[src/shared/pdss_pkg.sv]
// pdss_pkg: register map, field layout and carrier types of the pwm dead-time stage
// assumes the core clock equals the oscillator and software uses axi4-lite
package pdss_pkg;
    // ==========================================================
    // register map (byte addresses)
    localparam logic [7:0] ADDR_DTC = 8'h00;
    localparam logic [7:0] ADDR_TBC = 8'h04;
    localparam logic [7:0] ADDR_PER = 8'h08;
    localparam logic [7:0] ADDR_DUTY0 = 8'h0C;
    localparam logic [7:0] ADDR_DUTY1 = 8'h10;
    localparam logic [7:0] ADDR_DUTY2 = 8'h14;
    localparam logic [7:0] ADDR_DUTY3 = 8'h18;
    localparam logic [7:0] ADDR_PAIR_MODE_BIT = 8'h1C;
    localparam logic [7:0] ADDR_OVS = 8'h20;
    localparam logic [7:0] ADDR_OVV = 8'h24;
    localparam logic [7:0] ADDR_STAT = 8'h28;
    // ==========================================================
    // field positions
    localparam int DTC_PS_LO = 6;
    localparam int TBC_EN = 0;
    localparam int TBC_MODE_LO = 2;
    localparam int TBC_PS_LO = 4;
    localparam int TBC_IE = 6;
    localparam int STAT_DONE = 0;
    localparam int STAT_PINS_LO = 8;
    localparam int STAT_TMR_LO = 16;
    // ==========================================================
    // reset values and codes
    localparam logic [7:0] RST_DTC = 8'h00;
    localparam logic [7:0] RST_OVS = 8'hFF;
    localparam logic [7:0] RST_OVV = 8'h00;
    localparam logic [3:0] RST_PAIR_MODE_BIT = 4'h0;
    localparam logic [1:0] MODE_SINGLE = 2'b01;
    localparam logic [1:0] PS_DIV2 = 2'b00;
    localparam logic [1:0] Q_LAST = 2'd3;
    localparam logic [1:0] RESP_OKAY = 2'b00;
    localparam logic [1:0] RESP_SLVERR = 2'b10;
    // ==========================================================
    // carrier types
    typedef struct packed {
        logic [7:0] awaddr;
        logic awvalid;
        logic [31:0] wdata;
        logic [3:0] wstrb;
        logic wvalid;
        logic bready;
        logic [7:0] araddr;
        logic arvalid;
        logic rready;
    } pdss_axi_in_t;
    typedef struct packed {
        logic awready;
        logic wready;
        logic bvalid;
        logic [1:0] bresp;
        logic arready;
        logic rvalid;
        logic [31:0] rdata;
        logic [1:0] rresp;
    } pdss_axi_out_t;
    typedef struct packed {
        logic cmp;
        logic eff;
        logic [5:0] cnt;
        logic [1:0] psc;
        logic [1:0] ph;
        logic busy;
        logic blank;
        logic odd;
        logic even;
    } pdss_pair_t;
endpackage

[src/design/pdss_stage.sv]
// pdss_stage: edge-aligned time base, four duty compares, dead-time pairs,
// overrides and single-pulse control behind an axi4-lite slave
// assumes CORE_CLK is the oscillator; q phases are derived internally
`timescale 1ns/1ps
module pdss_stage (
    input wire logic CORE_CLK,
    input wire logic RST,
    input wire pdss_pkg::pdss_axi_in_t AXI_IN,
    output pdss_pkg::pdss_axi_out_t AXI_OUT,
    output logic [7:0] PWM_PINS,
    output logic PULSE_DONE_IRQ
);
    import pdss_pkg::*;

    typedef struct packed {
        logic [7:0] dtc;
        logic en;
        logic en_q;
        logic [1:0] mode;
        logic [1:0] tbps;
        logic ie;
        logic [11:0] per;
        logic [3:0][13:0] duty;
        logic [3:0] pair_mode_bit;
        logic [7:0] ovs;
        logic [7:0] ovv;
        logic done;
        logic irq;
        logic [1:0] q;
        logic [5:0] tdiv;
        logic [11:0] tmr;
        pdss_pair_t [3:0] pr;
        logic [7:0] pins;
        logic bpend;
        logic rpend;
        pdss_axi_out_t axi;
    } pdss_state_t;

    pdss_state_t s_reg;
    pdss_state_t s_next;
    logic wr_go;
    logic rd_go;
    logic tb_tick;
    logic per_hit;
    logic start;
    logic dt_tick;
    logic [31:0] wd;
    logic [31:0] rd;

    // ==========================================================
    // helpers
    function automatic logic [31:0] wmerge(input logic [31:0] old, input logic [31:0] d,
                                           input logic [3:0] s);
        logic [31:0] r;
        r = old;
        for (int b = 0; b < 4; b++)
        begin
            if (s[b])
            begin
                r[b*8 +: 8] = d[b*8 +: 8];
            end
        end
        return r;
    endfunction

    // time-base divide in instruction cycles, minus one
    function automatic logic [5:0] tb_limit(input logic [1:0] ps);
        case (ps)
            2'b00: return 6'h00;
            2'b01: return 6'h03;
            2'b10: return 6'h0F;
            default: return 6'h3F;
        endcase
    endfunction

    // dead-time divide in instruction cycles, minus one (osc/4 is one cycle)
    function automatic logic [1:0] dt_limit(input logic [1:0] ps);
        case (ps)
            2'b10: return 2'd1;
            2'b11: return 2'd3;
            default: return 2'd0;
        endcase
    endfunction

    // ==========================================================
    // next-state logic
    always_comb
    begin
        s_next = s_reg;
        rd = 32'h0000_0000;
        wd = 32'h0000_0000;
        dt_tick = 1'b0;
        // bus handshake: ready pulses one cycle, answer the cycle after
        s_next.axi.awready = 1'b0;
        s_next.axi.wready = 1'b0;
        s_next.axi.arready = 1'b0;
        s_next.bpend = 1'b0;
        s_next.rpend = 1'b0;
        if (s_reg.axi.bvalid && AXI_IN.bready)
        begin
            s_next.axi.bvalid = 1'b0;
        end
        if (s_reg.axi.rvalid && AXI_IN.rready)
        begin
            s_next.axi.rvalid = 1'b0;
        end
        if (s_reg.bpend)
        begin
            s_next.axi.bvalid = 1'b1;
        end
        if (s_reg.rpend)
        begin
            s_next.axi.rvalid = 1'b1;
        end
        wr_go = AXI_IN.awvalid && AXI_IN.wvalid && !s_reg.axi.bvalid && !s_reg.bpend
            && !s_reg.axi.awready;
        rd_go = AXI_IN.arvalid && !s_reg.axi.rvalid && !s_reg.rpend && !s_reg.axi.arready;
        s_next.irq = 1'b0;
        // register writes
        if (wr_go)
        begin
            s_next.axi.awready = 1'b1;
            s_next.axi.wready = 1'b1;
            s_next.bpend = 1'b1;
            s_next.axi.bresp = RESP_OKAY;
            case (AXI_IN.awaddr)
                ADDR_DTC:
                begin
                    wd = wmerge({24'h00_0000, s_reg.dtc}, AXI_IN.wdata, AXI_IN.wstrb);
                    s_next.dtc = wd[7:0];
                    for (int i = 0; i < 4; i++)
                    begin
                        s_next.pr[i].psc = 2'd0;
                    end
                end
                ADDR_TBC:
                begin
                    wd = wmerge({25'h000_0000, s_reg.ie, s_reg.tbps, s_reg.mode, 1'b0, s_reg.en},
                                AXI_IN.wdata, AXI_IN.wstrb);
                    s_next.en = wd[TBC_EN];
                    s_next.mode = wd[TBC_MODE_LO +: 2];
                    s_next.tbps = wd[TBC_PS_LO +: 2];
                    s_next.ie = wd[TBC_IE];
                end
                ADDR_PER:
                begin
                    wd = wmerge({20'h0_0000, s_reg.per}, AXI_IN.wdata, AXI_IN.wstrb);
                    s_next.per = wd[11:0];
                end
                ADDR_DUTY0, ADDR_DUTY1, ADDR_DUTY2, ADDR_DUTY3:
                begin
                    wd = wmerge({18'h0_0000, s_reg.duty[2'(AXI_IN.awaddr[4:2] - 3'd3)]},
                                AXI_IN.wdata, AXI_IN.wstrb);
                    s_next.duty[2'(AXI_IN.awaddr[4:2] - 3'd3)] = wd[13:0];
                end
                ADDR_PAIR_MODE_BIT:
                begin
                    wd = wmerge({28'h000_0000, s_reg.pair_mode_bit}, AXI_IN.wdata, AXI_IN.wstrb);
                    s_next.pair_mode_bit = wd[3:0];
                end
                ADDR_OVS:
                begin
                    wd = wmerge({24'h00_0000, s_reg.ovs}, AXI_IN.wdata, AXI_IN.wstrb);
                    s_next.ovs = wd[7:0];
                end
                ADDR_OVV:
                begin
                    wd = wmerge({24'h00_0000, s_reg.ovv}, AXI_IN.wdata, AXI_IN.wstrb);
                    s_next.ovv = wd[7:0];
                end
                ADDR_STAT:
                begin
                    // write one clears; a same-cycle set below still wins
                    if (AXI_IN.wstrb[0] && AXI_IN.wdata[STAT_DONE])
                    begin
                        s_next.done = 1'b0;
                    end
                end
                default: s_next.axi.bresp = RESP_SLVERR;
            endcase
        end
        // register reads
        case (AXI_IN.araddr)
            ADDR_DTC: rd = {24'h00_0000, s_reg.dtc};
            ADDR_TBC: rd = {25'h000_0000, s_reg.ie, s_reg.tbps, s_reg.mode, 1'b0, s_reg.en};
            ADDR_PER: rd = {20'h0_0000, s_reg.per};
            ADDR_DUTY0, ADDR_DUTY1, ADDR_DUTY2, ADDR_DUTY3:
                rd = {18'h0_0000, s_reg.duty[2'(AXI_IN.araddr[4:2] - 3'd3)]};
            ADDR_PAIR_MODE_BIT: rd = {28'h000_0000, s_reg.pair_mode_bit};
            ADDR_OVS: rd = {24'h00_0000, s_reg.ovs};
            ADDR_OVV: rd = {24'h00_0000, s_reg.ovv};
            ADDR_STAT: rd = {4'h0, s_reg.tmr, s_reg.pins, 7'h00, s_reg.done};
            default: rd = 32'h0000_0000;
        endcase
        if (rd_go)
        begin
            s_next.axi.arready = 1'b1;
            s_next.rpend = 1'b1;
            s_next.axi.rdata = rd;
            s_next.axi.rresp = RESP_OKAY;
            if (AXI_IN.araddr > ADDR_STAT || AXI_IN.araddr[1:0] != 2'b00)
            begin
                s_next.axi.rresp = RESP_SLVERR;
            end
        end

        // time base: q phases run free, the timer steps once per divided cycle
        s_next.q = s_reg.q + 2'd1;
        s_next.en_q = s_reg.en;
        start = s_reg.en && !s_reg.en_q;
        tb_tick = s_reg.en && !start && s_reg.q == Q_LAST
            && s_reg.tdiv == tb_limit(s_reg.tbps);
        per_hit = tb_tick && s_reg.tmr == s_reg.per;
        if (!s_reg.en || start)
        begin
            s_next.tmr = 12'h000;
            s_next.tdiv = 6'h00;
        end
        else if (s_reg.q == Q_LAST)
        begin
            s_next.tdiv = tb_tick ? 6'h00 : s_reg.tdiv + 6'h01;
            if (tb_tick)
            begin
                s_next.tmr = per_hit ? 12'h000 : s_reg.tmr + 12'h001;
            end
        end

        // duty compares and dead-time pairs
        for (int i = 0; i < 4; i++)
        begin
            if (!s_reg.en)
            begin
                s_next.pr[i].cmp = 1'b0;
            end
            else if (start || (per_hit && s_reg.mode != MODE_SINGLE))
            begin
                s_next.pr[i].cmp = s_reg.duty[i] != 14'h0000;
            end
            else if (s_reg.tmr == s_reg.duty[i][13:2] && (s_reg.tbps == 2'b00 ?
                     s_reg.q == s_reg.duty[i][1:0] : (s_reg.q == 2'd0 && s_reg.tdiv == 6'h00)))
            begin
                s_next.pr[i].cmp = 1'b0;
            end
            // override feeds the dead-time unit, so dead time still applies
            s_next.pr[i].eff = s_reg.ovs[2*i+1] ? s_reg.pr[i].cmp : s_reg.ovv[2*i+1];
            if (s_reg.pair_mode_bit[i])
            begin
                // independent: one compare drives both pins, no dead time
                s_next.pr[i].busy = 1'b0;
                s_next.pr[i].odd = 1'b0;
                s_next.pr[i].even = 1'b0;
                s_next.pins[2*i+1] = s_next.pr[i].eff;
                s_next.pins[2*i] = s_reg.ovs[2*i] ? s_reg.pr[i].cmp : s_reg.ovv[2*i];
            end
            else
            begin
                // dead-time clock: osc/2 uses every other phase, else the match phase
                if (s_reg.dtc[DTC_PS_LO +: 2] == PS_DIV2)
                begin
                    dt_tick = s_reg.q[0] == s_reg.pr[i].ph[0];
                end
                else if (s_reg.q == s_reg.pr[i].ph)
                begin
                    dt_tick = s_reg.pr[i].psc == dt_limit(s_reg.dtc[DTC_PS_LO +: 2]);
                    s_next.pr[i].psc = (dt_tick || (wr_go && AXI_IN.awaddr == ADDR_DTC)) ? 2'd0
                        : s_reg.pr[i].psc + 2'd1;
                end
                else
                begin
                    dt_tick = 1'b0;
                end
                if (s_next.pr[i].eff != s_reg.pr[i].eff)
                begin
                    // edge: reload counter and clear the prescaler
                    s_next.pr[i].cnt = s_reg.dtc[5:0];
                    s_next.pr[i].psc = 2'd0;
                    s_next.pr[i].ph = s_reg.tbps == 2'b00 ? s_reg.q : 2'd0;
                    s_next.pr[i].busy = s_reg.dtc[5:0] != 6'h00;
                    if (s_next.pr[i].eff)
                    begin
                        s_next.pr[i].even = 1'b0;
                        s_next.pr[i].blank = 1'b0;
                        s_next.pr[i].odd = s_reg.dtc[5:0] == 6'h00;
                    end
                    else
                    begin
                        s_next.pr[i].odd = 1'b0;
                        // falling before the rise ended: blank the pair this period
                        s_next.pr[i].blank = s_reg.pr[i].busy;
                        s_next.pr[i].busy = s_reg.dtc[5:0] != 6'h00 && !s_reg.pr[i].busy;
                        s_next.pr[i].even = s_reg.dtc[5:0] == 6'h00;
                    end
                end
                else if (s_reg.pr[i].busy && dt_tick)
                begin
                    s_next.pr[i].cnt = s_reg.pr[i].cnt - 6'h01;
                    if (s_reg.pr[i].cnt == 6'h01)
                    begin
                        s_next.pr[i].busy = 1'b0;
                        s_next.pr[i].odd = s_reg.pr[i].eff;
                        s_next.pr[i].even = !s_reg.pr[i].eff && !s_reg.pr[i].blank;
                    end
                end
                s_next.pins[2*i+1] = s_next.pr[i].odd;
                s_next.pins[2*i] = s_next.pr[i].even;
            end
            // end of single pulse: every output inactive
            if (per_hit && s_reg.mode == MODE_SINGLE)
            begin
                s_next.pr[i].cmp = 1'b0;
                s_next.pr[i].eff = 1'b0;
                s_next.pr[i].busy = 1'b0;
                s_next.pr[i].odd = 1'b0;
                s_next.pr[i].even = 1'b0;
                s_next.pins[2*i+1] = 1'b0;
                s_next.pins[2*i] = 1'b0;
            end
        end
        // single pulse done: hardware clear of enable wins over a write
        if (per_hit && s_reg.mode == MODE_SINGLE)
        begin
            s_next.en = 1'b0;
            s_next.done = 1'b1;
            s_next.irq = s_reg.ie;
        end
    end

    // ==========================================================
    // state register
    always_ff @(posedge CORE_CLK or posedge RST)
    begin
        if (RST)
        begin
            s_reg <= '0;
            s_reg.dtc <= RST_DTC;
            s_reg.pair_mode_bit <= RST_PAIR_MODE_BIT;
            s_reg.ovs <= RST_OVS;
            s_reg.ovv <= RST_OVV;
        end
        else
        begin
            s_reg <= s_next;
        end
    end

    assign AXI_OUT = s_reg.axi;
    assign PWM_PINS = s_reg.pins;
    assign PULSE_DONE_IRQ = s_reg.irq;
endmodule

[config.mk]
export PLATFORM = sky130hd
export DESIGN_NAME = pdss_stage
export DESIGN_NICKNAME = d
export VERILOG_FILES = /design/src/shared/pdss_pkg.sv /design/src/design/pdss_stage.sv
export SDC_FILE = /design/constraint.sdc
export NUM_CORES = 1
export LEC_CHECK = 0
export BUFFER_PORTS_ARGS = -buffer_cell sky130_fd_sc_hd__buf_2
export CORE_UTILIZATION = 45
export CTS_CLUSTER_SIZE = 8
export DETAILED_ROUTE_END_ITERATION = 10
export GPL_ROUTABILITY_DRIVEN = 0
export HOLD_SLACK_MARGIN = 0.15
export SKIP_CTS_REPAIR_TIMING = 1
export SLEW_MARGIN = 20
export SYNTH_ARGS = -nofsm -noshare
export SYNTH_HDL_FRONTEND = slang
export SYNTH_SLANG_ARGS = --single-unit
[constraint.sdc]
create_clock -name CORE_CLK -period 10.3 [get_ports CORE_CLK]
set_input_delay 1.545 -clock CORE_CLK [delete_from_list [all_inputs] [get_ports CORE_CLK]]
set_output_delay 1.545 -clock CORE_CLK [all_outputs]
set_load 0.01 [all_outputs]
======== Word level (Yosys, flattened, before mapping) ========
Cells that the tools add are included.
word-level totals
  word-level logic and storage cells ...... 454
  output and inout port bits .............. 50
  flip-flop bits (word level) ............. 239
operators by class
  order comparisons ....................... 4
  add/subtract/negate cells ............... 13
  eq/ne operators ......................... 61
  multiplexer cells ....................... 183
  bitwise gates (word level) .............. 4
  reduce and logical (&&, ||, !) cells .... 123
operators with widths
  operator              number
  $pmux W28 S8          1
  $mux W2               69
  $mux W1               73
  $mux W6               12
  $eq A8 B5 Y1 const B  8
  $eq A12 B12 Y1        5
  $bmux W14 S2          2
  $bwmux W56            1
  $reduce_bool A14 Y1   4
  $eq A8 B6 Y1 const B  6
  $mux W14              3
  $logic_and A1 B1 Y1   36
  $mux W18              2
  $eq A8 B4 Y1 const B  4
  $mux W4               8
  $reduce_bool A4 Y1    8
  $demux W14 S2         1
  $reduce_and A2 Y1     14
  $reduce_bool A2 Y1    14
  $reduce_and A3 Y1     9
  $eq A2 B2 Y1          12
  $eq A6 B1 Y1 const B  4
  $mux W12              2
  $mux W8               3
  other kinds (28)      87

======== Longest topological paths before layout ========
  word-level depth ........................ 14
  depth in mapped cells ................... 12

======== Worst setup path after synthesis ========
Ideal clock, no wire load.
  kind .................................... input to register
  start point ............................. in AXI_IN[4] (netlist bit)
  end point ............................... reg s_reg (netlist bit AXI_OUT[10])
  stages on the path ...................... 11
  buffers on the path ..................... 4
  setup time .............................. 0.130 ns
  required time ........................... 10.170 ns
  data arrival time ....................... 3.683 ns
  slack ................................... 6.486 ns
  cell sequence ........................... buf_2 buf_2 inv_1 ha_1 buf_2 or3_1 a31oi_1 nor4_2 o31ai_4 buf_2 o21ai_0
on the way
  word-level cells in the longest chain between the ends .. 4
  elaborated cells on any way between the ends .. 16
RTL lines
  what                            line               RTL
  start: declaration              pdss_stage.sv:8    input wire pdss_pkg::pdss_axi_in_t AXI_IN,
  $sub A2 B2 Y2                   pdss_stage.sv:188  rd = {18'h0_0000, s_reg.duty[2'(AXI_IN.araddr[4:2] - 3'd3)]};
  $bmux W14 S2                    pdss_stage.sv:188
  $mux W14 (implied by the code)  pdss_stage.sv:188
  $pmux W28 S8 *                  pdss_stage.sv:183  case (AXI_IN.araddr)
  end signal: assignment          pdss_stage.sv:342  s_reg <= s_next;
  end: declaration                pdss_stage.sv:39   pdss_state_t s_reg;
Every way passes the cells marked *; elsewhere a longest branch is shown, timed or not. The select of a mux whose other input is x is not followed.
A chain may end at the register's enable or synchronous reset.

======== Worst setup path after layout ========
  start point ............................. in AXI_IN[4] (netlist bit)
  end point ............................... reg s_reg (netlist bit AXI_OUT[3])
The elaborated chain is that of the path after synthesis.

==> results.toml <==
[global_route]
grtUsageTotal_pct = 25.11
antenna_found_initial = 2
grt_max_degree = 96
grt_remaining_overflow = 0
grtUsageMet1_pct = 36.75
grt_pass1_wl_um = 59570
top_usage_layer = "met2"
grt_pass1_vias = 10325
met2_usage_pct = 37.37
global_route.usage.met3_pct = 4.199

[critical_path]
crit_type = "input port to register"
worst-path-max-fanout = 17
start_kind = "input port"
required_ps = 10680
cp.arrival_ps = 4330
reg2reg_slack_ps = 7140
critPathCaptureType = "register"

[clock_network]
cts_tree = "yes"
cts.sinks = 231
worstSkewPairLatency_ps = 500
cts_buffer_depth = 3
h-tree-depth = 2
clk_pin_slew_worst_paths_ps = 50
cts_made_buffers = 34
cts-root-buf = "clkbuf_16"

[drt]
drt.antenna.violating_nets = 0
wirelength_um = 37790
drt-pass1-iter-count = 5
wl_per_cell_um = 21.21
drt_iter0_drc = 884
drc = 0
vias = 10634
vias_per_cell = 5.967

[sta]
setup_slack_ps = 6355
worst_slew_pin_slew_ps = 1044
hold_violations = 0
drv_slew = 0
setup_viol = 0
fin_crit_sh_pct = 38.30
rsz0062_at_grt = "false"
slew_headroom_pct = 29.76
clock-skew-final_ps = 23.40
finalCriticalPeriod_ps = 3945
max_freq_mhz = 253.5
hold_slack_ps = 454.0
final.setup.tns_ps = 0

[floorplan]
dieWidth_um = 175.1
die-area_mm2 = 0.03065
io_pins = 109
core_area_mm2 = 0.02909
initial_utilization_pct = 46.34
fp-row-count = 62
die_y_um = 175.1

[power_and_ir_drop]
p_int_mw = 1.618
p_leak_nw = 6.622
power_mw = 2.114
peakVddDrop_mv = 0.1306
pwr-share-clk_pct = 49.2
power.density_mw_per_mm2 = 143.7
swShare_pct = 23.43
p_switching_mw = 0.4953
power_frac_comb_pct = 6.3
seqPwrFrac_pct = 44.4

[synthesis]
synthDistinctLibCells = 90
async_flop_share_pct = 100.0
synth-seq-cells = 231
synthesis.area_mm2 = 0.01348
yosys_warnings = 0
synth_flop_cell = "dfrtp_1"
synth-edff-count = 0
synthCells = 1374
syn_area_per_cell_um2 = 9.810
ys_seq_area_share_pct = 42.96

[cells_and_area]
largest_register_ffs = 187
synthToLayoutAreaGrowth_pct = 9.106
layout_common_cells = "dfrtp_1 (223), nand2_1 (175), o21ai_0 (115), nor2_1 (87), buf_2 (82)"
layout_commonest_cell = "dfrtp_1"
final_nets = 1457
layout-drive-gt1-share_pct = 18.47

[hold_path]
hold_path_class = "register to register"

[run]
cap_violations = 0

[placed_design]
io_buffer_count = 82
pre_cts_ws_ps = 5891
hpwl_um = 26860

[run_status]
outcome = "complete, no violations"
## worst max-delay path, stage by stage
cell     delay, ps
buf_2          430
inv_1          130
ha_1           350
or3_1          430
a31oi_1        210
nor4_2          90
o31ai_4        650
a41oi_1        250
a21o_1         230
## power by group through the flow
stage	sequential, mW	combinational (mW)	clock [mW]
5_1_grt	0.940	0.148	1.10
3_3_place_gp	0.953	0.133	0
6_report	0.939	0.134	1.04
3_5_place_dp	0.953	0.135	0
2_1_floorplan	0.946	0.0979	0
4_1_cts	0.938	0.135	1.06
## final cells by class
type | count | area [um^2]
timing repair buffer | 88 | 455.4
inverter | 28 | 112.6
fill | 2653 | 14380
tap | 384 | 480.5
sequential | 231 | 5791
antenna | 1 | 2.502
multi-input combinational | 994 | 6868
clock buffer | 56 | 997.2
## metrics by stage
step           util (%)  cells  instance area [um^2]
6_report          50.55   1782                 14710
5_1_grt           50.55   1782                 14710
4_1_cts           50.52   1781                 14700
3_5_place_dp      47.09   1725                 13700
3_3_place_gp      47.09   1725                 13700
2_1_floorplan         -   1379                 13500
## kinds of logic after synthesis
logic type | share of synthesized area [%]
AO/OA/AOI/OAI | 15.01
XOR/XNOR | 6.043
adder cells (fa/ha/maj) | 1.949
buffers and inverters | 6.284
flip-flops | 42.96
multiplexers | 11.44
other | 0.02782
AND/OR/NAND/NOR | 16.29
## synth_stat cells, types with 7 or more instances
master	count	area [um^2]
xnor2_1	36	315.3
ha_1	21	262.8
nand4_1	13	81.33
xor2_1	52	455.4
o21ai_0	115	575.6
nand2_1	175	656.9
and3_1	10	62.56
mux2i_1	24	240.2
o22ai_1	14	87.58
a21o_1	9	67.56
nor2_1	87	326.6
a31oi_1	9	56.30
o211ai_1	10	75.07
inv_1	27	101.4
mux2_2	55	619.3
buf_4	55	412.9
dfstp_2	8	210.2
a32oi_1	7	61.31
a22oi_1	7	52.55
nand3_1	48	240.2
a22o_1	9	78.83
clkbuf_1	26	97.59
mux4_2	28	630.6
buf_2	37	185.2
nor3_1	36	180.2
a21oi_1	52	260.3
nor4_1	32	200.2
dfrtp_1	223	5580
a211oi_1	16	120.1
## path summary, 6_finish.rpt
path	startpoint	endpoint	cells after the start
setup / recovery	AXI_IN[4]	AXI_OUT[3]$_DFFE_PP0P_	9
hold / removal	AXI_OUT[25]$_DFFE_PP0P_	AXI_OUT[25]$_DFFE_PP0P_	2
setup reg to reg	s_reg[134]$_DFF_PP0_	s_reg[98]$_DFFE_PP0P_	7
hold reg to reg	AXI_OUT[25]$_DFFE_PP0P_	AXI_OUT[25]$_DFFE_PP0P_	2
max in group asynchronous	RST	s_reg[239]$_DFFE_PP0P_	4
min in group asynchronous	RST	PULSE_DONE_IRQ$_DFF_PP0_	2
## per-layer routing
layer  part of all wire, %  wire length, um  vias to the layer above
li1                      -                -                     4931
met2                    44            16750                      345
met3                   6.4             2431                       81
met4                   3.0             1130                        0
met5                     0                0                        -
met1                    46            17480                     5277
No activity file was read; power rests on OpenSTA's default activity.
